===== config.mk =====
export PLATFORM = sky130hd
export DESIGN_NAME = pcr_responder
export DESIGN_NICKNAME = d
export VERILOG_FILES = /design/src/design/pcr_pkg.sv /design/src/design/pcr_responder.sv
export SDC_FILE = /design/constraint.sdc
export NUM_CORES = 1
export LEC_CHECK = 0
export ABC_CLOCK_PERIOD_IN_PS = 4100
export BUFFER_PORTS_ARGS = -buffer_cell sky130_fd_sc_hd__buf_4
export CAP_MARGIN = 40
export CORE_MARGIN = 2
export CORE_UTILIZATION = 45
export CTS_CLUSTER_DIAMETER = 200
export DETAILED_ROUTE_END_ITERATION = 10
export HOLD_SLACK_MARGIN = 0.15
export PLACE_DENSITY = 0.68
export SLEW_MARGIN = 20
export SYNTH_ARGS = -nofsm -noshare
export SYNTH_HDL_FRONTEND = slang
export SYNTH_SLANG_ARGS = --single-unit

===== constraint.sdc =====
create_clock -name ref_clk -period 4.1 [get_ports ref_clk]
set_input_delay 0.205 -clock ref_clk [delete_from_list [all_inputs] [get_ports ref_clk]]
set_output_delay 0.205 -clock ref_clk [all_outputs]
set_load 0.005 [all_outputs]

===== src/design/pcr_pkg.sv =====
// Package of constants and types for the calibration packet responder.
// Overview of operation
// Failed identity verification answers NAK.
// Identity packets unsupported answer not-defined response.
// Verify identity packet by CRC before replying.
// Proprietary packet: own reply else not-defined.
// Reserved header in negotiation answers not-defined.
// Calibration keeps power transfer behaviour plus reports.
// Light-load report: ACK if acceptable, else NAK.
// Connected-load acceptable: ACK, enter power transfer.
// Other calibration report mode: drop power, select.
// No acceptable report in time: drop power.
// Missing light or connected info: drop power.
// Use calibration data only when no object.
// Receiver reports light load then connected load.
// NAK light load above fifteen percent maximum.
// NAK connected load before light load ACK.
// Power transfer: modes 001/010 answer not-defined.
// After power removal return to selection phase.
// Light-load ACK flag cleared on calibration entry.
package pcr_pkg;
  typedef enum logic [2:0] {
    PCR_PH_SELECT    = 3'b000,
    PCR_PH_NEGOTIATE = 3'b001,
    PCR_PH_CALIB     = 3'b010,
    PCR_PH_TRANSFER  = 3'b011
  } pcr_phase_type;

  typedef enum logic [2:0] {
    PCR_PK_IDENT    = 3'b000,
    PCR_PK_PROPR    = 3'b001,
    PCR_PK_RESERVED = 3'b010,
    PCR_PK_RXPOWER  = 3'b011,
    PCR_PK_OTHER    = 3'b100
  } pcr_pkt_type;

  typedef enum logic [1:0] {
    PCR_RSP_ACK         = 2'b00,
    PCR_RSP_NAK         = 2'b01,
    PCR_RSP_NOT_DEFINED = 2'b10,
    PCR_RSP_DATA        = 2'b11
  } pcr_rsp_type;

  localparam logic [2:0] PCR_MODE_LIGHT     = 3'h1;
  localparam logic [2:0] PCR_MODE_CONNECTED = 3'h2;
  localparam int unsigned PCR_PWR_W         = 16;
  localparam int unsigned PCR_PCT_LIMIT     = 15;
  localparam int unsigned PCR_PCT_FULL      = 100;
  localparam int unsigned PCR_CLK_HZ        = 25000000;
  localparam int unsigned PCR_CAL_LIMIT_S   = 10;
  localparam int unsigned PCR_CAL_CYCLES    = PCR_CAL_LIMIT_S * PCR_CLK_HZ;
endpackage


===== src/design/pcr_responder.sv =====
// Calibration and negotiation packet responder of a power_transmitter.
`timescale 1ns/1ps
`default_nettype none
module pcr_responder
  import pcr_pkg::*;
#(
  parameter int unsigned CAL_CYCLES     = PCR_CAL_CYCLES,
  parameter bit          IDENT_SUPPORT  = 1'b1
) (
  input  wire logic                 ref_clk,
  input  wire logic                 rst_n,
  input  wire logic                 pkt_valid,
  input  wire pcr_pkt_type          pkt_kind,
  input  wire logic [2:0]           pkt_mode,
  input  wire logic [PCR_PWR_W-1:0] pkt_power,
  input  wire logic                 pkt_is_24bit,
  input  wire logic                 ident_crc_ok,
  input  wire logic                 prop_has_reply,
  input  wire pcr_rsp_type          prop_reply,
  input  wire logic [PCR_PWR_W-1:0] rx_max_power,
  input  wire logic                 loss_ok,
  input  wire logic                 no_foreign_object,
  input  wire logic                 enter_negotiate,
  input  wire logic                 enter_calib,
  output logic                      rsp_valid,
  output pcr_rsp_type               rsp_code,
  output pcr_phase_type             phase,
  output logic                      power_off,
  output logic                      light_acked,
  output logic                      cal_data_use
);
  pcr_phase_type     phase_q, phase_d;
  pcr_rsp_type       rsp_q, rsp_d;
  logic              rv_q, rv_d, off_q, off_d, lack_q, lack_d, use_q, use_d;
  logic [31:0]       tmr_q, tmr_d;
  logic [PCR_PWR_W+7:0] lhs, rhs;
  logic              light_ok;

  // Power above fifteen percent of maximum is refused as a light load.
  always_comb begin
    lhs = {8'h00, pkt_power} * (PCR_PWR_W+8)'(PCR_PCT_FULL);
    rhs = {8'h00, rx_max_power} * (PCR_PWR_W+8)'(PCR_PCT_LIMIT);
    light_ok = (lhs <= rhs) && loss_ok;
  end

  always_comb begin
    phase_d = phase_q;
    rsp_d   = rsp_q;
    rv_d    = 1'b0;
    off_d   = 1'b0;
    lack_d  = lack_q;
    use_d   = use_q;
    tmr_d   = tmr_q;
    case (phase_q)
      PCR_PH_SELECT: begin
        if (enter_negotiate) begin
          phase_d = PCR_PH_NEGOTIATE;
        end
      end
      PCR_PH_NEGOTIATE: begin
        if (enter_calib) begin
          phase_d = PCR_PH_CALIB;
          lack_d  = 1'b0;
          use_d   = 1'b0;
          tmr_d   = '0;
        end else if (pkt_valid) begin
          rv_d = 1'b1;
          case (pkt_kind)
            PCR_PK_IDENT: begin
              if (!IDENT_SUPPORT) begin
                rsp_d = PCR_RSP_NOT_DEFINED;
              end else if (ident_crc_ok) begin
                rsp_d = PCR_RSP_ACK;
              end else begin
                rsp_d = PCR_RSP_NAK;
              end
            end
            PCR_PK_PROPR: begin
              rsp_d = prop_has_reply ? prop_reply : PCR_RSP_NOT_DEFINED;
            end
            PCR_PK_RESERVED: begin
              rsp_d = PCR_RSP_NOT_DEFINED;
            end
            default: begin
              rv_d = 1'b0;
            end
          endcase
        end
      end
      PCR_PH_CALIB: begin
        tmr_d = tmr_q + 32'h00000001;
        if (tmr_q >= CAL_CYCLES - 1) begin
          // Connected-load report not accepted in time: give up the power signal.
          off_d   = 1'b1;
          phase_d = PCR_PH_SELECT;
        end else if (pkt_valid && pkt_kind == PCR_PK_RXPOWER
                     && pkt_is_24bit) begin
          if (pkt_mode == PCR_MODE_LIGHT) begin
            rv_d = 1'b1;
            if (light_ok) begin
              rsp_d  = PCR_RSP_ACK;
              lack_d = 1'b1;
            end else begin
              rsp_d = PCR_RSP_NAK;
            end
          end else if (pkt_mode == PCR_MODE_CONNECTED) begin
            rv_d = 1'b1;
            if (lack_q && loss_ok) begin
              rsp_d   = PCR_RSP_ACK;
              phase_d = PCR_PH_TRANSFER;
              use_d   = no_foreign_object;
            end else begin
              rsp_d = PCR_RSP_NAK;
            end
          end else begin
            off_d   = 1'b1;
            phase_d = PCR_PH_SELECT;
          end
        end
      end
      PCR_PH_TRANSFER: begin
        if (pkt_valid && pkt_kind == PCR_PK_RXPOWER &&
            (pkt_mode == PCR_MODE_LIGHT ||
             pkt_mode == PCR_MODE_CONNECTED)) begin
          rv_d  = 1'b1;
          rsp_d = PCR_RSP_NOT_DEFINED;
        end
      end
      default: begin
        phase_d = PCR_PH_SELECT;
      end
    endcase
  end

  always_ff @(posedge ref_clk or negedge rst_n) begin
    if (!rst_n) begin
      phase_q <= PCR_PH_SELECT;
      rsp_q   <= PCR_RSP_NOT_DEFINED;
      rv_q    <= 1'b0;
      off_q   <= 1'b0;
      lack_q  <= 1'b0;
      use_q   <= 1'b0;
      tmr_q   <= '0;
    end else begin
      phase_q <= phase_d;
      rsp_q   <= rsp_d;
      rv_q    <= rv_d;
      off_q   <= off_d;
      lack_q  <= lack_d;
      use_q   <= use_d;
      tmr_q   <= tmr_d;
    end
  end

  assign rsp_valid    = rv_q;
  assign rsp_code     = rsp_q;
  assign phase        = phase_q;
  assign power_off    = off_q;
  assign light_acked  = lack_q;
  assign cal_data_use = use_q;
endmodule
`default_nettype wire


Word level (Yosys, flattened, before mapping)
Cells that the tools add are included.
Storage, ports and cells
  bits in registers: 41
  input bits: 50
  output and inout port bits: 9
  logic and storage cells: 103
Cells by class
  add/sub/neg operators: 1
  multipliers: 2
  order comparisons: 2
  equal/unequal tests: 25
  multiplexer cells: 49
  bitwise gates (word level): 1
  reductions and logical operators: 16
Operators with widths (count)
  $pmux W32 S2: 1
  $add A32 B1 Y32 const B: 1
  $ge A32 B28 Y1 const B: 1
  $mux W32: 1
  $mux W1: 26
  $ne A2 B2 Y1 const B: 12
  $le A23 B20 Y1: 1
  $mul A16 B5 Y21 const B: 1
  $mux W3: 7
  $mul A16 B4 Y20 const B: 1
  $mux W2: 8
  $eq A3 B2 Y1 const B: 5
  $pmux W2 S3: 2
  $pmux W3 S4: 1
  $reduce_and A6 Y1: 2
  $eq A3 B1 Y1 const B: 3
  $ne A3 B3 Y1 const B: 3
  $reduce_and A8 Y1: 1
  $reduce_and A7 Y1: 1
  $logic_not A3 Y1: 2
  $logic_and A1 B1 Y1: 5
  $ne A4 B2 Y1 const B: 1
  $ne A4 B4 Y1 const B: 1
  $pmux W1 S2: 2
  other kinds (7): 7

Logic depth before layout (Yosys ltp)
  depth after elaboration: 8
  gate-level depth with buffers: 22
  depth with buffers taken out: 22

Least setup slack after synthesis
No wires, ideal clock.
  path type: input -> register
  from: input rx_max_power[0]
  to: register rsp_q[0], in the netlist rsp_code[0]
  arrival time: 4.128 ns
  data required time: 3.971 ns
  path slack: -0.157 ns
  stages: 19
  cells stage by stage: fa_1 > fa_1 > fa_1 > a21oi_1 > o21a_1 > nor2_1 > o21ai_0 > nand2b_1 > a21oi_1 > xor2_1 > ha_1 > a211oi_1 > nor2_1 > o221a_2 > o31a_1 > o21ai_0 > nor4b_2 > and2_1 > o221ai_2
Between the ends
  word-level cells in the longest chain between the ends: 8
Ends and longest elaborated chain
  from (decl): RTL line pcr_responder.sv:20  | input wire logic [PCR_PWR_W-1:0] rx_max_power,
  $mul A16 B4 Y20: RTL line pcr_responder.sv:42  | rhs = {8'h00, rx_max_power} * (PCR_PWR_W+8)'(PCR_PCT_LIMIT);
  $le A23 B20 Y1: RTL line pcr_responder.sv:43  | light_ok = (lhs <= rhs) && loss_ok;
  $logic_and A1 B1 Y1: RTL line pcr_responder.sv:43
  $mux W1: RTL line pcr_responder.sv:100  | if (light_ok) begin
  $mux W2: RTL line pcr_responder.sv:98  | if (pkt_mode == PCR_MODE_LIGHT) begin
  $mux W2: RTL line pcr_responder.sv:96  | end else if (pkt_valid && pkt_kind == PCR_PK_RXPOWER
  $mux W2: RTL line pcr_responder.sv:92  | if (tmr_q >= CAL_CYCLES - 1) begin
  $pmux W2 S3: RTL line pcr_responder.sv:54  | case (phase_q)
  to (signal assigned): RTL line pcr_responder.sv:146  | rsp_q <= rsp_d;
  to (decl): RTL line pcr_responder.sv:33  | pcr_rsp_type rsp_q, rsp_d;
No other way between the ends. The select of a mux whose other input is x is not followed.
A chain may end at the register's enable or synchronous reset.

Worst setup path in the final report
Ends and elaborated chain as after synthesis.

==> flow_summary.json <==
{
  "syn_area_mm2": 0.00582,
  "period_minus_slack_ps": 4130,
  "place_ws_ps": -509,
  "dieArea_mm2": 0.0139,
  "die_w_um": 118,
  "finalHoldViolCount": 0,
  "clock_sinks": 40,
  "grt_max_degree": 41,
  "cap_violations": 0,
  "final_nets": 1009,
  "setup_viol": 1,
  "gp_congestion": 0.874,
  "tightest_slew_ps": 513,
  "first_pass_iters": 5,
  "synth-edff-count": 0,
  "synth_flop_cell": "dfrtp_1",
  "diodes": 0,
  "h-tree-depth": 2,
  "coreArea_mm2": 0.0126,
  "ys_seq_elements": 40,
  "synth_nets": 867,
  "cts.path.max_buffers": 2,
  "critical_path.endpoint_type": "flip-flop",
  "vias": 5231,
  "seq_power_share_pct": 17.8,
  "wire_per_inst_um": 13.3,
  "die_h_um": 118,
  "async_flop_share_pct": 100,
  "hpwl_um": 10800,
  "worst_path_largest_cell_delay_ps": 620,
  "relSlewSlack_pct": 65.8,
  "cts_tree": "built",
  "cp.arrival_ps": 4290,
  "cts_buffers": 5,
  "fin_worst_skew_ps": 5.07,
  "path_clk_slew_ps": 60,
  "violations": "setup timing",
  "p_per_area_mw_per_mm2": 459,
  "numPortBuffers": 57,
  "fmax_ghz": 0.242,
  "crit_chain": "buf_8, fa_2, fa_2, buf_4, ha_4, a211oi_2, nor2_1, a31oi_2, a211oi_2, a2111o_1, a21o_1, a21oi_2, xor2_1, ha_1, nand2_1, nor2_1, o31a_1, o21ai_2, nor4b_4, and2_1, o221ai_2",
  "drt_iter0_markers": 273,
  "critPathSlowestCell": "fa_2",
  "comb_power_share_pct": 68.9,
  "crit_type": "in2reg",
  "period_share_pct": 101,
  "ys_warn_count": 0,
  "clockRootBuffer": "clkbuf_16",
  "synth.avg_cell_area_um2": 8.55,
  "maxSlewViolCount": 0,
  "setup_ws_ps": -30.2,
  "power_switching_mw": 1.48,
  "grt_pass1_vias": 5302,
  "netlist_instances": 681,
  "overflow": 0,
  "p_total_mw": 3.40,
  "ir_drop_v": 0.000208,
  "critPathRequiredTime_ps": 4260,
  "p_clk_share_pct": 13.3,
  "critPathMaxFanout": 3,
  "drive_gt1_share_pct": 25.2,
  "worst_hold_path_type": "in2reg",
  "r2r_setup_slack_ps": 1810,
  "io-pin-count": 59,
  "grt_setup_unrepaired": "true",
  "ys_types": 66,
  "grtUsageTotal_pct": 19.2,
  "status": "complete, but fails checks",
  "grt_pass1_wl_um": 23000,
  "antenna_found_initial": 0,
  "syn_to_final_growth_pct": 27.2,
  "viasPerCell": 5.25,
  "rows": 41,
  "insertion_delay_ps": 290,
  "p_sw_share_pct": 43.6,
  "route.detailed.drc": 0,
  "p_int_mw": 1.92,
  "start_util_pct": 46.1,
  "start_kind": "input pin",
  "wl_um": 13300,
  "p_leak_nw": 3.73,
  "ys_seq_area_share_pct": 17.2,
  "ant_nets": 0
}
final timing paths:
kind / from / end / cells past startpoint
setup / recovery: rx_max_power[0] / rsp_code[0] / 21
hold / removal: enter_calib / phase[1] / 3
setup reg to reg: tmr_q[0] / rsp_code[0] / 9
hold reg to reg: tmr_q[27] / tmr_q[27] / 1
max in group asynchronous: rst_n / rsp_code[1] / 2
min in group asynchronous: rst_n / rsp_valid / 2
worst max-delay path: cells and delay by family:
| family | cells | cell delay [ps] |
|---|---|---|
| buf+inv | 2 | 230 |
| fa+ha+maj | 4 | 1590 |
| xor+xnor | 1 | 170 |
| simple gates | 5 | 610 |
| compound gates | 9 | 1480 |
timing repair:
item                       in CTS  in global routing
setup endpoints to repair       2                  2
pin swaps                      26                 12
setup buffers                   3                  2
hold endpoints to repair       39                  0
hold buffers                    1                  0
gates resized for setup        17                 15
cells in the mapped netlist (3+ instances only):
cell type	n	area, um^2
a211oi_1	4	30.0
a21o_1	9	67.6
a21oi_1	38	190
a21oi_2	4	35.0
a31oi_1	8	50.1
and2_1	4	25.0
and3_1	8	50.1
clkbuf_1	9	33.8
dfrtp_1	39	976
fa_1	40	801
ha_1	96	1200
inv_1	89	334
mux2i_1	5	50.1
nand2_1	41	154
nand2b_1	8	50.1
nand3_1	30	150
nand3b_1	3	22.5
nand4_1	9	56.3
nor2_1	62	233
nor2b_1	5	31.3
nor3_1	12	60.1
nor4_1	3	18.8
o21a_1	7	52.6
o21ai_0	45	225
o21ai_1	10	50.1
o21bai_1	6	45.0
xnor2_1	20	175
xor2_1	19	166
layer usage:
layer	up-vias	track usage [%]	wire length, um
li1	2629	-	-
met1	2484	26.7	6250
met2	108	33.2	6570
met3	10	1.84	364
met4	0	2.79	104
met5	-	0	0
logic make-up (layout without fill, tap and decap cells):
family	count (synthesis)	in the layout	synth area share, %
muxes	5	5	0.860
AOI/OAI and AO/OA	154	154	17.2
and+or+nand+nor	204	204	17.6
buffers and inverters	102	245	6.79
other	1	1	0.0644
xor gates and xnor gates	39	39	5.87
adders and majority gates	136	136	34.4
DFF	40	40	17.2
flip-flops by register name, summed over array words and instances, names as in the netlist:
register      count
phase             2
light_acked       1
cal_data_use      1
rsp_valid         1
rsp_code          2
power_off         1
tmr_q            32
cell type report:
cell class                      instances  area, um^2
Fill cell                            1168        5210
Multi-Input combinational cell        539        4550
Timing Repair Buffer                  148        1130
Sequential cell                        40        1000
Inverter                               89         342
Tap cell                              172         215
Clock buffer                            5         125
Clock inverter                          3        42.5
power groups by stage:
| stage | Combinational [mW] | Clock [mW] | Sequential [mW] |
|---|---|---|---|
| global route | 2.65 | 0.469 | 0.619 |
| finish | 2.35 | 0.451 | 0.607 |
| floorplan | 1.52 | 0 | 0.568 |
| detailed placement | 2.20 | 0 | 0.608 |
| global placement | 2.12 | 0 | 0.602 |
| CTS | 2.29 | 0.451 | 0.603 |
per-stage QoR:
| step | instance area [um^2] | hold WS [ps] | TNS (ps) | util [%] | cells |
|---|---|---|---|---|---|
| floorplan | 5840 | -90.6 | -108 | - | 681 |
| detailed placement | 7050 | 213 | -892 | 55.8 | 981 |
| finish | 7410 | 206 | -30.2 | 58.7 | 996 |
| CTS | 7330 | 200 | -52.6 | 58.1 | 993 |
| global route | 7410 | 225 | -414 | 58.7 | 996 |
| global placement | 7050 | 209 | -702 | 55.8 | 981 |
layout by cell type, fill, tap and decap left out, types with 7 or more instances in the layout:
| cell type | n |
|---|---|
| a21oi_2 | 9 |
| o21ai_0 | 39 |
| and3_1 | 8 |
| o21ai_1 | 14 |
| inv_1 | 84 |
| nand4_1 | 9 |
| a21o_1 | 9 |
| ha_1 | 92 |
| dfrtp_1 | 39 |
| nand3_1 | 30 |
| nand2b_1 | 8 |
| xnor2_1 | 20 |
| a31oi_1 | 7 |
| nand2_1 | 41 |
| xor2_1 | 19 |
| nor3_1 | 11 |
| fa_1 | 37 |
| o21a_1 | 7 |
| a21oi_1 | 33 |
| nor2_1 | 60 |
| buf_4 | 144 |
(Power assumes the default switching activity.)
